<file path="src/pkg/amp_pkg.sv">
// Constants and types shared by the axis motion parameter register block
package amp_pkg;
  // APB register offsets (byte addresses)
  localparam int ADDR_W = 8;
  localparam logic [7:0] OFF_CENTER = 8'h00;
  localparam logic [7:0] OFF_SACC = 8'h04;
  localparam logic [7:0] OFF_SDEC = 8'h08;
  localparam logic [7:0] OFF_CORR = 8'h0c;
  localparam logic [7:0] OFF_ENV1 = 8'h10;
  localparam logic [7:0] OFF_OPMODE = 8'h14;
  localparam logic [7:0] OFF_FH = 8'h18;
  localparam logic [7:0] OFF_FL = 8'h1c;
  localparam logic [7:0] OFF_SCALE = 8'h20;
  localparam logic [7:0] OFF_WCENTER = 8'h24;
  localparam logic [7:0] OFF_WSACC = 8'h28;
  localparam logic [7:0] OFF_WSDEC = 8'h2c;
  localparam logic [7:0] OFF_STATUS = 8'h30;
  // Field widths
  localparam int CENTER_W = 28;
  localparam int SRANGE_W = 15;
  localparam int SPEED_W = 16;
  localparam int KIND_W = 7;
  localparam int FMT_W = 3;
  localparam int SENSOR_N = 5;
  // Operation kind codes that use the centre/feed value
  localparam logic [6:0] KIND_CLIN2 = 7'h62;
  localparam logic [6:0] KIND_LIN2 = 7'h63;
  localparam logic [6:0] KIND_CW = 7'h64;
  localparam logic [6:0] KIND_CCW = 7'h65;
  // Environment 1 field positions and reset value
  localparam int ENV_FMT_LSB = 0;
  localparam int ENV_SHARED_START_TRIGGER_TYPE = 18;
  localparam int ENV_CLR_LSB = 20;
  localparam int ENV_SENSOR_NOISE_FILTER = 26;
  localparam int ENV_HALF_DUTY_PULSE = 31;
  localparam logic [31:0] ENV1_RESET = 32'h0;
  localparam logic [31:0] REG_RESET = 32'h0;
  // Sensor filter timing at the 40 MHz reference clock
  localparam int CLK_MHZ = 40;
  localparam int FILTER_NS = 4000;
  localparam int FILTER_CYC = (FILTER_NS * CLK_MHZ + 999) / 1000;
  localparam int PULSE_W_CYC = 4;
  // Counter wipe input modes, codes 00 to 11 in order
  typedef enum logic [1:0] {WIPE_FALL, WIPE_RISE, WIPE_LOW, WIPE_HIGH} amp_wipe_type;
endpackage

</file>
<file path="src/pkg/amp_pulse_if.sv">
// Carrier between the register block and its pulse output shaper
`timescale 1ns/10ps
interface amp_pulse_if;
  logic tick;
  logic minus;
  logic [2:0] fmt;
  logic halfDuty;
  logic pulseOut;
  logic dirOut;
  modport ctrl (output tick, minus, fmt, halfDuty, input pulseOut, dirOut);
  modport shaper (input tick, minus, fmt, halfDuty, output pulseOut, dirOut);
endinterface

</file>
<file path="src/core/amp_input_filter.sv">
// Two-flop synchroniser and optional glitch filter for sensor pins
`timescale 1ns/10ps
module amp_input_filter #(
  parameter int WIDTH = 5,
  parameter int STABLE_CYC = 160
) (
  // Clock and reset
  input wire logic clk,
  input wire logic srst,
  // Control
  input wire logic enable,
  // Pins and cleaned levels
  input wire logic [WIDTH-1:0] pins,
  output logic [WIDTH-1:0] clean
);
  localparam int CNT_W = $clog2(STABLE_CYC + 1);
  localparam logic [CNT_W-1:0] CNT_LAST = CNT_W'(STABLE_CYC - 1);

  logic [WIDTH-1:0] meta_q;
  logic [WIDTH-1:0] sync_q;
  logic [CNT_W-1:0] cnt_q [WIDTH];

  // First stage feeds only the second
  always_ff @(posedge clk) begin
    meta_q <= pins;
    sync_q <= meta_q;
  end

  // A change must hold for the whole window before it passes
  always_ff @(posedge clk) begin
    for (int i = 0; i < WIDTH; i++) begin
      if (srst) begin
        cnt_q[i] <= '0;
        clean[i] <= 1'b0;
      end else if (!enable || sync_q[i] == clean[i]) begin
        cnt_q[i] <= '0;
        if (!enable) clean[i] <= sync_q[i];
      end else if (cnt_q[i] == CNT_LAST) begin
        cnt_q[i] <= '0;
        clean[i] <= sync_q[i];
      end else begin
        cnt_q[i] <= cnt_q[i] + 1'b1;
      end
    end
  end
endmodule

</file>
<file path="src/core/amp_param_regs.sv">
// Per-axis motion parameter registers with APB access and terminal setup
// Behaviour
// - Centre/feed value is taken only while kind code is 62h to 65h.
// - Kinds 62h and 63h read it as master-axis incremental feed.
// - Kinds 64h and 65h read it as incremental circle centre.
// - Centre/feed is signed 28-bit; software keeps it in range.
// - Sign-extension bits ignore writes and read as the top stored bit.
// - Unused bits ignore writes and read as zero.
// - Acceleration S range holds bits 14..0; software writes 1 to 32767.
// - Deceleration S range holds bits 14..0; software writes 1 to 32767.
// - A zero S range is replaced by half of high minus low speed.
// - Correction speed drives correction moves and home-return reverse.
// - Correction speed is 16 bits and is scaled by the speed scale.
// - Centre/feed and both S ranges each have a working copy used.
// - Environment word is 32 bits; low three bits choose pulse format.
// - Formats 000/001 drive direction high for plus; 010/011 invert.
// - With the filter bit set, sensor pulses under 4 us are ignored.
// - Wipe mode: 00 fall, 01 rise, 10 low level, 11 high level.
// - Shared start trigger: 0 level, 1 edge.
// - Half duty bit gives equal pulse high and low times.
`timescale 1ns/10ps
module amp_param_regs #(
  parameter int FILTER_CYC = amp_pkg::FILTER_CYC,
  parameter int PULSE_W = amp_pkg::PULSE_W_CYC
) (
  // Clock and reset
  input wire logic ref_clk,
  input wire logic srst,
  // APB slave
  input wire logic psel,
  input wire logic penable,
  input wire logic pwrite,
  input wire logic [amp_pkg::ADDR_W-1:0] paddr,
  input wire logic [31:0] pwdata,
  output logic [31:0] prdata,
  output logic pready,
  output logic pslverr,
  // Motion engine side, same clock
  input wire logic motionStart,
  input wire logic moveMinus,
  input wire logic stepTick,
  input wire logic correctionMove,
  input wire logic homeReverse,
  // Pins from outside
  input wire logic [amp_pkg::SENSOR_N-1:0] sensorPins,
  input wire logic counterWipeLine,
  input wire logic sharedStartLine_n,
  // Working values to the motion engine
  output logic [amp_pkg::CENTER_W-1:0] centerFeedWork,
  output logic interpUsesCenter,
  output logic centerIsFeed,
  output logic centerIsCircle,
  output logic [amp_pkg::SRANGE_W-1:0] sAccelEff,
  output logic [amp_pkg::SRANGE_W-1:0] sDecelEff,
  output logic [31:0] constSpeedRate,
  // Terminal outputs
  output logic [amp_pkg::SENSOR_N-1:0] sensorsClean,
  output logic counterWipe,
  output logic sharedStartFire,
  output logic pulseOut,
  output logic dirOut
);
  localparam int CW = amp_pkg::CENTER_W;
  localparam int SW = amp_pkg::SRANGE_W;
  localparam int VW = amp_pkg::SPEED_W;
  localparam int KW = amp_pkg::KIND_W;

  // Readable offsets; anything else answers with an error
  function automatic logic isMapped(input logic [amp_pkg::ADDR_W-1:0] a);
    return a == amp_pkg::OFF_CENTER || a == amp_pkg::OFF_SACC ||
      a == amp_pkg::OFF_SDEC || a == amp_pkg::OFF_CORR ||
      a == amp_pkg::OFF_ENV1 || a == amp_pkg::OFF_OPMODE ||
      a == amp_pkg::OFF_FH || a == amp_pkg::OFF_FL ||
      a == amp_pkg::OFF_SCALE || a == amp_pkg::OFF_WCENTER ||
      a == amp_pkg::OFF_WSACC || a == amp_pkg::OFF_WSDEC ||
      a == amp_pkg::OFF_STATUS;
  endfunction

  // Signed field read back with its sign copied into the upper bits
  function automatic logic [31:0] signExt(input logic [CW-1:0] v);
    return {{(32 - CW){v[CW-1]}}, v};
  endfunction

  // Zero range falls back to half the speed span; reversed span gives zero
  function automatic logic [SW-1:0] sRangeEff(input logic [SW-1:0] work,
      input logic [VW-1:0] fh, input logic [VW-1:0] fl);
    logic [VW-1:0] span;
    span = (fh > fl) ? (fh - fl) : '0;
    return (work != '0) ? work : span[VW-1:1];
  endfunction

  // Speed register times magnification, full width so nothing is lost
  function automatic logic [31:0] scaleSpeed(input logic [VW-1:0] s,
      input logic [VW-1:0] m);
    return s * m;
  endfunction

  // Kind codes that use the centre/feed value
  function automatic logic kindIsInterp(input logic [KW-1:0] k);
    return k == amp_pkg::KIND_CLIN2 || k == amp_pkg::KIND_LIN2 ||
      k == amp_pkg::KIND_CW || k == amp_pkg::KIND_CCW;
  endfunction

  // Pre-registers and plain registers
  logic [CW-1:0] centerPre_q;
  logic [SW-1:0] sAccPre_q;
  logic [SW-1:0] sDecPre_q;
  logic [VW-1:0] corr_q;
  logic [31:0] env1_q;
  logic [KW-1:0] opKind_q;
  logic [VW-1:0] highSpeed_q;
  logic [VW-1:0] lowSpeed_q;
  logic [VW-1:0] scale_q;
  // Working copies
  logic [CW-1:0] centerWork_q;
  logic [SW-1:0] sAccWork_q;
  logic [SW-1:0] sDecWork_q;
  // Bus state
  logic [31:0] readWord;
  logic accessGo;
  logic wrEn;
  // Pin synchronisers and edge history
  logic [1:0] wipeSync_q;
  logic wipeLast_q;
  logic [1:0] startSync_q;
  logic startLast_q;
  amp_pkg::amp_wipe_type wipeMode;
  logic wipeHit;
  logic startLow;
  logic startHit;
  logic kindValid;
  logic [31:0] statusWord;

  // One wait state: ready rises in the second access cycle
  assign accessGo = psel & penable & pready;
  assign wrEn = accessGo & pwrite;
  assign kindValid = kindIsInterp(opKind_q);

  // Status word shows live block state
  assign statusWord = {{(32 - amp_pkg::SENSOR_N - 3){1'b0}}, sensorsClean,
    interpUsesCenter, centerIsCircle, centerIsFeed};

  // Read view per offset; unused bits zero, signed field extended
  always_comb begin
    unique case (paddr)
      amp_pkg::OFF_CENTER: readWord = signExt(centerPre_q);
      amp_pkg::OFF_SACC: readWord = {{(32 - SW){1'b0}}, sAccPre_q};
      amp_pkg::OFF_SDEC: readWord = {{(32 - SW){1'b0}}, sDecPre_q};
      amp_pkg::OFF_CORR: readWord = {{(32 - VW){1'b0}}, corr_q};
      amp_pkg::OFF_ENV1: readWord = env1_q;
      amp_pkg::OFF_OPMODE: readWord = {{(32 - KW){1'b0}}, opKind_q};
      amp_pkg::OFF_FH: readWord = {{(32 - VW){1'b0}}, highSpeed_q};
      amp_pkg::OFF_FL: readWord = {{(32 - VW){1'b0}}, lowSpeed_q};
      amp_pkg::OFF_SCALE: readWord = {{(32 - VW){1'b0}}, scale_q};
      amp_pkg::OFF_WCENTER: readWord = signExt(centerWork_q);
      amp_pkg::OFF_WSACC: readWord = {{(32 - SW){1'b0}}, sAccWork_q};
      amp_pkg::OFF_WSDEC: readWord = {{(32 - SW){1'b0}}, sDecWork_q};
      amp_pkg::OFF_STATUS: readWord = statusWord;
      default: readWord = '0;
    endcase
  end

  // APB handshake and registered answer
  always_ff @(posedge ref_clk) begin
    if (srst) begin
      pready <= 1'b0;
      pslverr <= 1'b0;
      prdata <= '0;
    end else begin
      pready <= psel & penable & ~pready;
      pslverr <= psel & penable & ~pready & ~isMapped(paddr);
      if (psel & penable & ~pready & ~pwrite) prdata <= readWord;
    end
  end

  // Software writes; only implemented bits are stored
  always_ff @(posedge ref_clk) begin
    if (srst) begin
      centerPre_q <= '0;
      sAccPre_q <= '0;
      sDecPre_q <= '0;
      corr_q <= '0;
      env1_q <= amp_pkg::ENV1_RESET;
      opKind_q <= '0;
      highSpeed_q <= '0;
      lowSpeed_q <= '0;
      scale_q <= '0;
    end else if (wrEn) begin
      unique case (paddr)
        amp_pkg::OFF_CENTER: centerPre_q <= pwdata[CW-1:0];
        amp_pkg::OFF_SACC: sAccPre_q <= pwdata[SW-1:0];
        amp_pkg::OFF_SDEC: sDecPre_q <= pwdata[SW-1:0];
        amp_pkg::OFF_CORR: corr_q <= pwdata[VW-1:0];
        amp_pkg::OFF_ENV1: env1_q <= pwdata;
        amp_pkg::OFF_OPMODE: opKind_q <= pwdata[KW-1:0];
        amp_pkg::OFF_FH: highSpeed_q <= pwdata[VW-1:0];
        amp_pkg::OFF_FL: lowSpeed_q <= pwdata[VW-1:0];
        amp_pkg::OFF_SCALE: scale_q <= pwdata[VW-1:0];
        default: ;
      endcase
    end
  end

  // Command start copies pre-registers so the next move can be preloaded
  always_ff @(posedge ref_clk) begin
    if (srst) begin
      centerWork_q <= '0;
      sAccWork_q <= '0;
      sDecWork_q <= '0;
      interpUsesCenter <= 1'b0;
      centerIsFeed <= 1'b0;
      centerIsCircle <= 1'b0;
    end else if (motionStart) begin
      sAccWork_q <= sAccPre_q;
      sDecWork_q <= sDecPre_q;
      if (kindValid) centerWork_q <= centerPre_q;
      interpUsesCenter <= kindValid;
      centerIsFeed <= opKind_q == amp_pkg::KIND_CLIN2 ||
        opKind_q == amp_pkg::KIND_LIN2;
      centerIsCircle <= opKind_q == amp_pkg::KIND_CW ||
        opKind_q == amp_pkg::KIND_CCW;
    end
  end

  // Values handed to the motion engine, all registered
  always_ff @(posedge ref_clk) begin
    if (srst) begin
      centerFeedWork <= '0;
      sAccelEff <= '0;
      sDecelEff <= '0;
      constSpeedRate <= amp_pkg::REG_RESET;
    end else begin
      centerFeedWork <= centerWork_q;
      sAccelEff <= sRangeEff(sAccWork_q, highSpeed_q, lowSpeed_q);
      sDecelEff <= sRangeEff(sDecWork_q, highSpeed_q, lowSpeed_q);
      constSpeedRate <= (correctionMove | homeReverse) ?
        scaleSpeed(corr_q, scale_q) : scaleSpeed(lowSpeed_q, scale_q);
    end
  end

  // Sensor filter on limit, slowdown, home, alarm and in-position
  amp_input_filter #(
    .WIDTH(amp_pkg::SENSOR_N),
    .STABLE_CYC(FILTER_CYC)
  ) u_filter (
    .clk(ref_clk),
    .srst(srst),
    .enable(env1_q[amp_pkg::ENV_SENSOR_NOISE_FILTER]),
    .pins(sensorPins),
    .clean(sensorsClean)
  );

  // Wipe and start pins cross in through two flops each
  always_ff @(posedge ref_clk) begin
    if (srst) begin
      wipeSync_q <= '0;
      wipeLast_q <= 1'b0;
      startSync_q <= 2'h3;
      startLast_q <= 1'b1;
    end else begin
      wipeSync_q <= {wipeSync_q[0], counterWipeLine};
      wipeLast_q <= wipeSync_q[1];
      startSync_q <= {startSync_q[0], sharedStartLine_n};
      startLast_q <= startSync_q[1];
    end
  end

  // Counter wipe by edge or level as configured
  assign wipeMode = amp_pkg::amp_wipe_type'(env1_q[amp_pkg::ENV_CLR_LSB +: 2]);
  always_comb begin
    unique case (wipeMode)
      amp_pkg::WIPE_FALL: wipeHit = wipeLast_q & ~wipeSync_q[1];
      amp_pkg::WIPE_RISE: wipeHit = ~wipeLast_q & wipeSync_q[1];
      amp_pkg::WIPE_LOW: wipeHit = ~wipeSync_q[1];
      amp_pkg::WIPE_HIGH: wipeHit = wipeSync_q[1];
    endcase
  end

  // Shared start is active low; edge mode fires once per falling edge
  assign startLow = ~startSync_q[1];
  assign startHit = env1_q[amp_pkg::ENV_SHARED_START_TRIGGER_TYPE] ?
    (startLast_q & startLow) : startLow;

  always_ff @(posedge ref_clk) begin
    if (srst) begin
      counterWipe <= 1'b0;
      sharedStartFire <= 1'b0;
    end else begin
      counterWipe <= wipeHit;
      sharedStartFire <= startHit;
    end
  end

  // Pulse shaping in its own module
  amp_pulse_if pif ();
  assign pif.tick = stepTick;
  assign pif.minus = moveMinus;
  assign pif.fmt = env1_q[amp_pkg::ENV_FMT_LSB +: amp_pkg::FMT_W];
  assign pif.halfDuty = env1_q[amp_pkg::ENV_HALF_DUTY_PULSE];

  amp_pulse_shaper #(
    .PULSE_W(PULSE_W)
  ) u_shaper (
    .clk(ref_clk),
    .srst(srst),
    .pif(pif)
  );

  // Shaper outputs are flops already
  assign pulseOut = pif.pulseOut;
  assign dirOut = pif.dirOut;
endmodule

</file>
<file path="src/core/amp_pulse_shaper.sv">
// Output pulse and direction line shaping for the selected pulse format
`timescale 1ns/10ps
module amp_pulse_shaper #(
  parameter int PULSE_W = 4
) (
  // Clock and reset
  input wire logic clk,
  input wire logic srst,
  // Pulse request and output lines
  amp_pulse_if.shaper pif
);
  localparam int W_W = $clog2(PULSE_W + 1);
  localparam logic [W_W-1:0] W_LOAD = W_W'(PULSE_W);

  logic [W_W-1:0] width_q;
  logic level_q;
  logic active;
  logic outNext;
  logic dirNext;

  // Fixed-width pulse per tick, or a toggle per tick for equal high/low
  always_ff @(posedge clk) begin
    if (srst) begin
      width_q <= '0;
      level_q <= 1'b0;
    end else if (pif.tick) begin
      width_q <= W_LOAD;
      if (pif.halfDuty) level_q <= ~level_q;
    end else if (width_q != '0) begin
      width_q <= width_q - 1'b1;
    end
  end

  assign active = pif.halfDuty ? level_q : (width_q != '0);
  // Single-line formats carry direction on one pin; two-line split the pulse
  assign outNext = pif.fmt[2] ? (active & ~pif.minus) : (active ^ pif.fmt[0]);
  assign dirNext = pif.fmt[2] ? (active & pif.minus) : (~pif.minus ^ pif.fmt[1]);

  // Registered outputs
  always_ff @(posedge clk) begin
    if (srst) begin
      pif.pulseOut <= 1'b0;
      pif.dirOut <= 1'b0;
    end else begin
      pif.pulseOut <= outNext;
      pif.dirOut <= dirNext;
    end
  end
endmodule

</file>
<file path="config.mk">
export PLATFORM = sky130hd
export DESIGN_NAME = amp_param_regs
export DESIGN_NICKNAME = d
export VERILOG_FILES = /design/src/pkg/amp_pkg.sv /design/src/pkg/amp_pulse_if.sv /design/src/core/amp_input_filter.sv /design/src/core/amp_param_regs.sv /design/src/core/amp_pulse_shaper.sv
export SDC_FILE = /design/constraint.sdc
export NUM_CORES = 2
export LEC_CHECK = 0
export BUFFER_PORTS_ARGS = -buffer_cell sky130_fd_sc_hd__buf_2
export CAP_MARGIN = 30
export CORE_ASPECT_RATIO = 0.8
export CORE_MARGIN = 2
export CORE_UTILIZATION = 40
export DETAILED_ROUTE_END_ITERATION = 8
export PLACE_DENSITY = 0.58
export SKIP_LAST_GASP = 1
export SLEW_MARGIN = 20
export SYNTH_ARGS = -nofsm -noshare
export SYNTH_HDL_FRONTEND = slang
export SYNTH_SLANG_ARGS = --single-unit
export TNS_END_PERCENT = 20
</file>
<file path="constraint.sdc">
create_clock -name ref_clk -period 7.43 [get_ports ref_clk]
set_input_delay 1.486 -clock ref_clk [delete_from_list [all_inputs] [get_ports ref_clk]]
set_output_delay 1.486 -clock ref_clk [all_outputs]
set_load 0.02 [all_outputs]
</file>
==> results by group <==
Yosys
  • Synth area leaders: fa_1 23%, dfxtp_1 22%, ha_1 8.5%
  • Predominant post-synthesis flop cell: dfxtp_1
  • Top cell type's share of synthesized area: between 20 and 25%
  • Yosys reg bits: a little over 400
  • Unique masters post-synth: 91
  • Ys async rst share: 0%
  • Synth area leader: fa_1
  • EDFF count, synth: 40
  • Cell Area, Synth: about 34000 um^2
  • Gate Count Post-Synth: 3951
  • Avg Synthesized Cell Area: about 8.6 um^2
  • Seq/Total Area, Yosys: between 20% and 30%
  • Synth warn: 0

Timing
  • Final count of hold timing violations: 0
  • Post-route clock skew: roughly 0.020 ns
  • RSZ-0062 raised after global routing: false
  • Setup violators final: 0
  • Slew headroom: between 30 and 40%
  • Least-Margin Pin Slew: 1.04 ns
  • Min cycle time layout: slightly below 7 ns
  • Period utilization: around 91%
  • FMAX: ~150 MHz
  • Hold WS: 0.327 ns
  • Post-Route Setup TNS: 0 ns
  • Final Max Tran Viols: 0

GRT
  • First-pass GRT wire length: around 170 mm
  • Vias in the first global route: 27100
  • Largest net degree at the start of global routing: approximately 110
  • Congestion Overflow GR: 0
  • Initial antenna violation count: 7
  • GR Util All Layers: between 20% and 30%

Clocking
  • Worst skew pair latency: 0.61 ns
  • Num CTS Buffers: 46
  • CTS resizes: 0
  • Depth of the CTS H-tree: 2
  • Clk buf depth: 3
  • Clock Pin Slew Worst Setup and Hold Paths: 0.06 ns
  • CTS tree: done
  • Post-CTS Hold Buffers: 0
  • Number of setup buffers added after CTS: 0
  • Clock root cell: clkbuf_16
  • CTS sink count: 415

Placed design
  • Post-DP HPWL: between 80 and 90 mm
  • Port Buffers: 192
  • Placer congestion estimate: slightly below 1
  • Placed insts: between 5000 and 6000

Finish
  • Most common cell after layout, fill and taps aside: nand2_1
  • Non-Filler Instances: ~5200
  • NumNets Final: about 4800
  • Fill cells: approximately 8300
  • Area Growth Syn to Fin: 11.3%
  • Most frequent cells in the layout: 748 x nand2_1, 485 x inv_1, 389 x fa_1
  • Ratio of cells with drive above 1 in the final layout: roughly a tenth

Drt
  • # DRC: 0
  • Met2 wire length: between 40 and 50 mm
  • Pre-antenna DRT Iters: 7
  • Via count: 28100
  • Wire length on met3: between 10 and 15 mm
  • M1 WL: between 40 and 50 mm
  • Final wirelength: 108 mm
  • WL/cell: slightly above 20 um
  • Detail Route Antenna Nets: 0
  • DR vias/cell: about 5.4
  • Top layer reached by signal wires: met5
  • Initial DRC count: ~2600

Critical path
  • Reg2reg setup slack: about 0.66 ns
  • Cell breakdown of the critical path: nand2_1 -> fa_1 -> fa_1 -> fa_1 -> inv_1 -> fa_1 -> fa_1 -> inv_1 -> fa_1 -> inv_1 -> ha_1 -> a21oi_1 -> o21ai_0 -> a31oi_1 -> nand2_2 -> a311o_1 -> a41oi_2 -> mux2i_1 -> o211ai_1
  • Crit start category: register
  • Crit Path Max Fanout: 21
  • CP max stage delay: about 0.97 ns
  • Crit path top cell by count: fa_1
  • R2R cell count: 19
  • Critical Path End Type: register
  • Worst r2r src: scale_q[1]
  • Reg-to-Reg End: constSpeedRate[31]
  • CP max stage cell: dfxtp_1
  • Critical path type: register to register
  • Worst EP required: 7.91 ns
  • Critical Path AT: a little over 7 ns

Floorplan
  • Core Rows: 95
  • Number of I/O pins: around 190
  • Initial core utilization: between 40 and 50%
  • Die ar.: 87700 um^2
  • Die Ht: around 270 um
  • Core Area: 84300 um^2
  • Die width: 331 um

Worst hold path
  • Endpoint of the worst hold path: u_filter.sync_q[0]
  • Hold_sp: u_filter.meta_q[0]
  • Hold depth: 0
  • Min-Delay Path Class: register to register

Run status
  • Status: completed

Power
  • Leak: 17.3 nW
  • Pwr/cell area: approximately 130 nW/um^2
  • Peak VDD IR: around 150 uV

Run
  • Max_cap viols: 0
==> layer usage <==
metal  track usage (%)  vias to the layer above
li1                  -                    12900
met1              36.7                    13900
met5                 0                        -
met4              6.96                        6
met2              34.5                     1147
met3              7.49                      191
==> cell families (layout without fill, tap and decap cells) <==
kind of cell             Yosys count  in the layout  share of synthesized area (%)
AND/OR/NAND/NOR                 1450           1450                           19.6
buffers and inverters            716            853                           8.14
adder cells (fa/ha/maj)          620            620                           31.3
AO/OA/AOI/OAI                    587            587                           11.0
flip-flops                       415            415                           25.5
XOR/XNOR                          98             98                           2.52
multiplexers                      64             64                           1.97
other                              1             43                         0.0110
==> worst max path at each step <==
stage	startpoint	end	slack (ns)	cells after the start
finish	scale_q[1]	constSpeedRate[31]	0.66	19
global route	scale_q[1]	constSpeedRate[29]	0.35	20
CTS	scale_q[1]	constSpeedRate[31]	0.74	19
detailed placement	scale_q[1]	constSpeedRate[30]	0.77	18
global placement	corr_q[5]	constSpeedRate[29]	0.80	20
floorplan	corr_q[12]	constSpeedRate[30]	1.45	21
==> power by group <==
part           leakage (nW)  internal (mW)  switching, mW
registers              3.44           2.28         0.0199
clock network         0.741           1.27           1.02
logic                  13.1         0.0578          0.156
total                  17.3           3.61           1.20
==> final cells by class <==
type | instances | area [um^2] | area share [%]
sequential | 415 | 8710 | 22.9
timing repair buffer | 284 | 1720 | 4.54
tap | 1115 | 1400 | 3.67
clock inverter | 21 | 155 | 0.409
clock buffer | 63 | 1340 | 3.52
antenna | 3 | 7.51 | 0.0198
multi-input combinational | 2859 | 22800 | 60.1
inverter | 485 | 1820 | 4.79
==> Yosys cell counts (all sizes together), types with 37 or more instances <==
| library cell | count |
|---|---|
| xor2 | 51 |
| nor2b | 47 |
| buf | 51 |
| inv | 485 |
| nand2 | 756 |
| ha | 231 |
| a21oi | 309 |
| a211oi | 38 |
| clkbuf | 179 |
| fa | 389 |
| o21ai | 43 |
| edfxtp | 40 |
| xnor2 | 47 |
| mux2i | 56 |
| and2 | 239 |
| nand3 | 51 |
| dfxtp | 375 |
| nor2 | 224 |
| nor3 | 37 |
==> flip-flops by register name, summed over array words and instances, names as in the netlist, 16 cells and up <==
register        count
scale_q            16
highSpeed_q        16
constSpeedRate     32
centerPre_q        28
centerWork_q       28
centerFeedWork     28
env1_q             32
prdata             32
u_filter.cnt_q     40
lowSpeed_q         16
corr_q             16
==> per-stage QoR <==
step                instance area [um^2]  utilization [%]  setup WS (ns)  total power, mW
floorplan                          34300                -           1.45             2.48
global placement                   36300             43.1          0.804             2.56
detailed placement                 36400             43.2          0.771             2.56
CTS                                37900             45.0          0.737             4.85
global route                       38000             45.1          0.354             4.96
finish                             38000             45.1          0.658             4.81
==> worst max-delay path, delay by kind of cell, from the launching register on <==
kind	cells	cell delay (ns)
simple gates	2	0.36
flops	1	0.97
buf+inv	3	0.14
compound gates	6	1.54
mux	1	0.21
fa+ha+maj	7	3.41
Note: power is estimated with default switching activity, not from simulation.
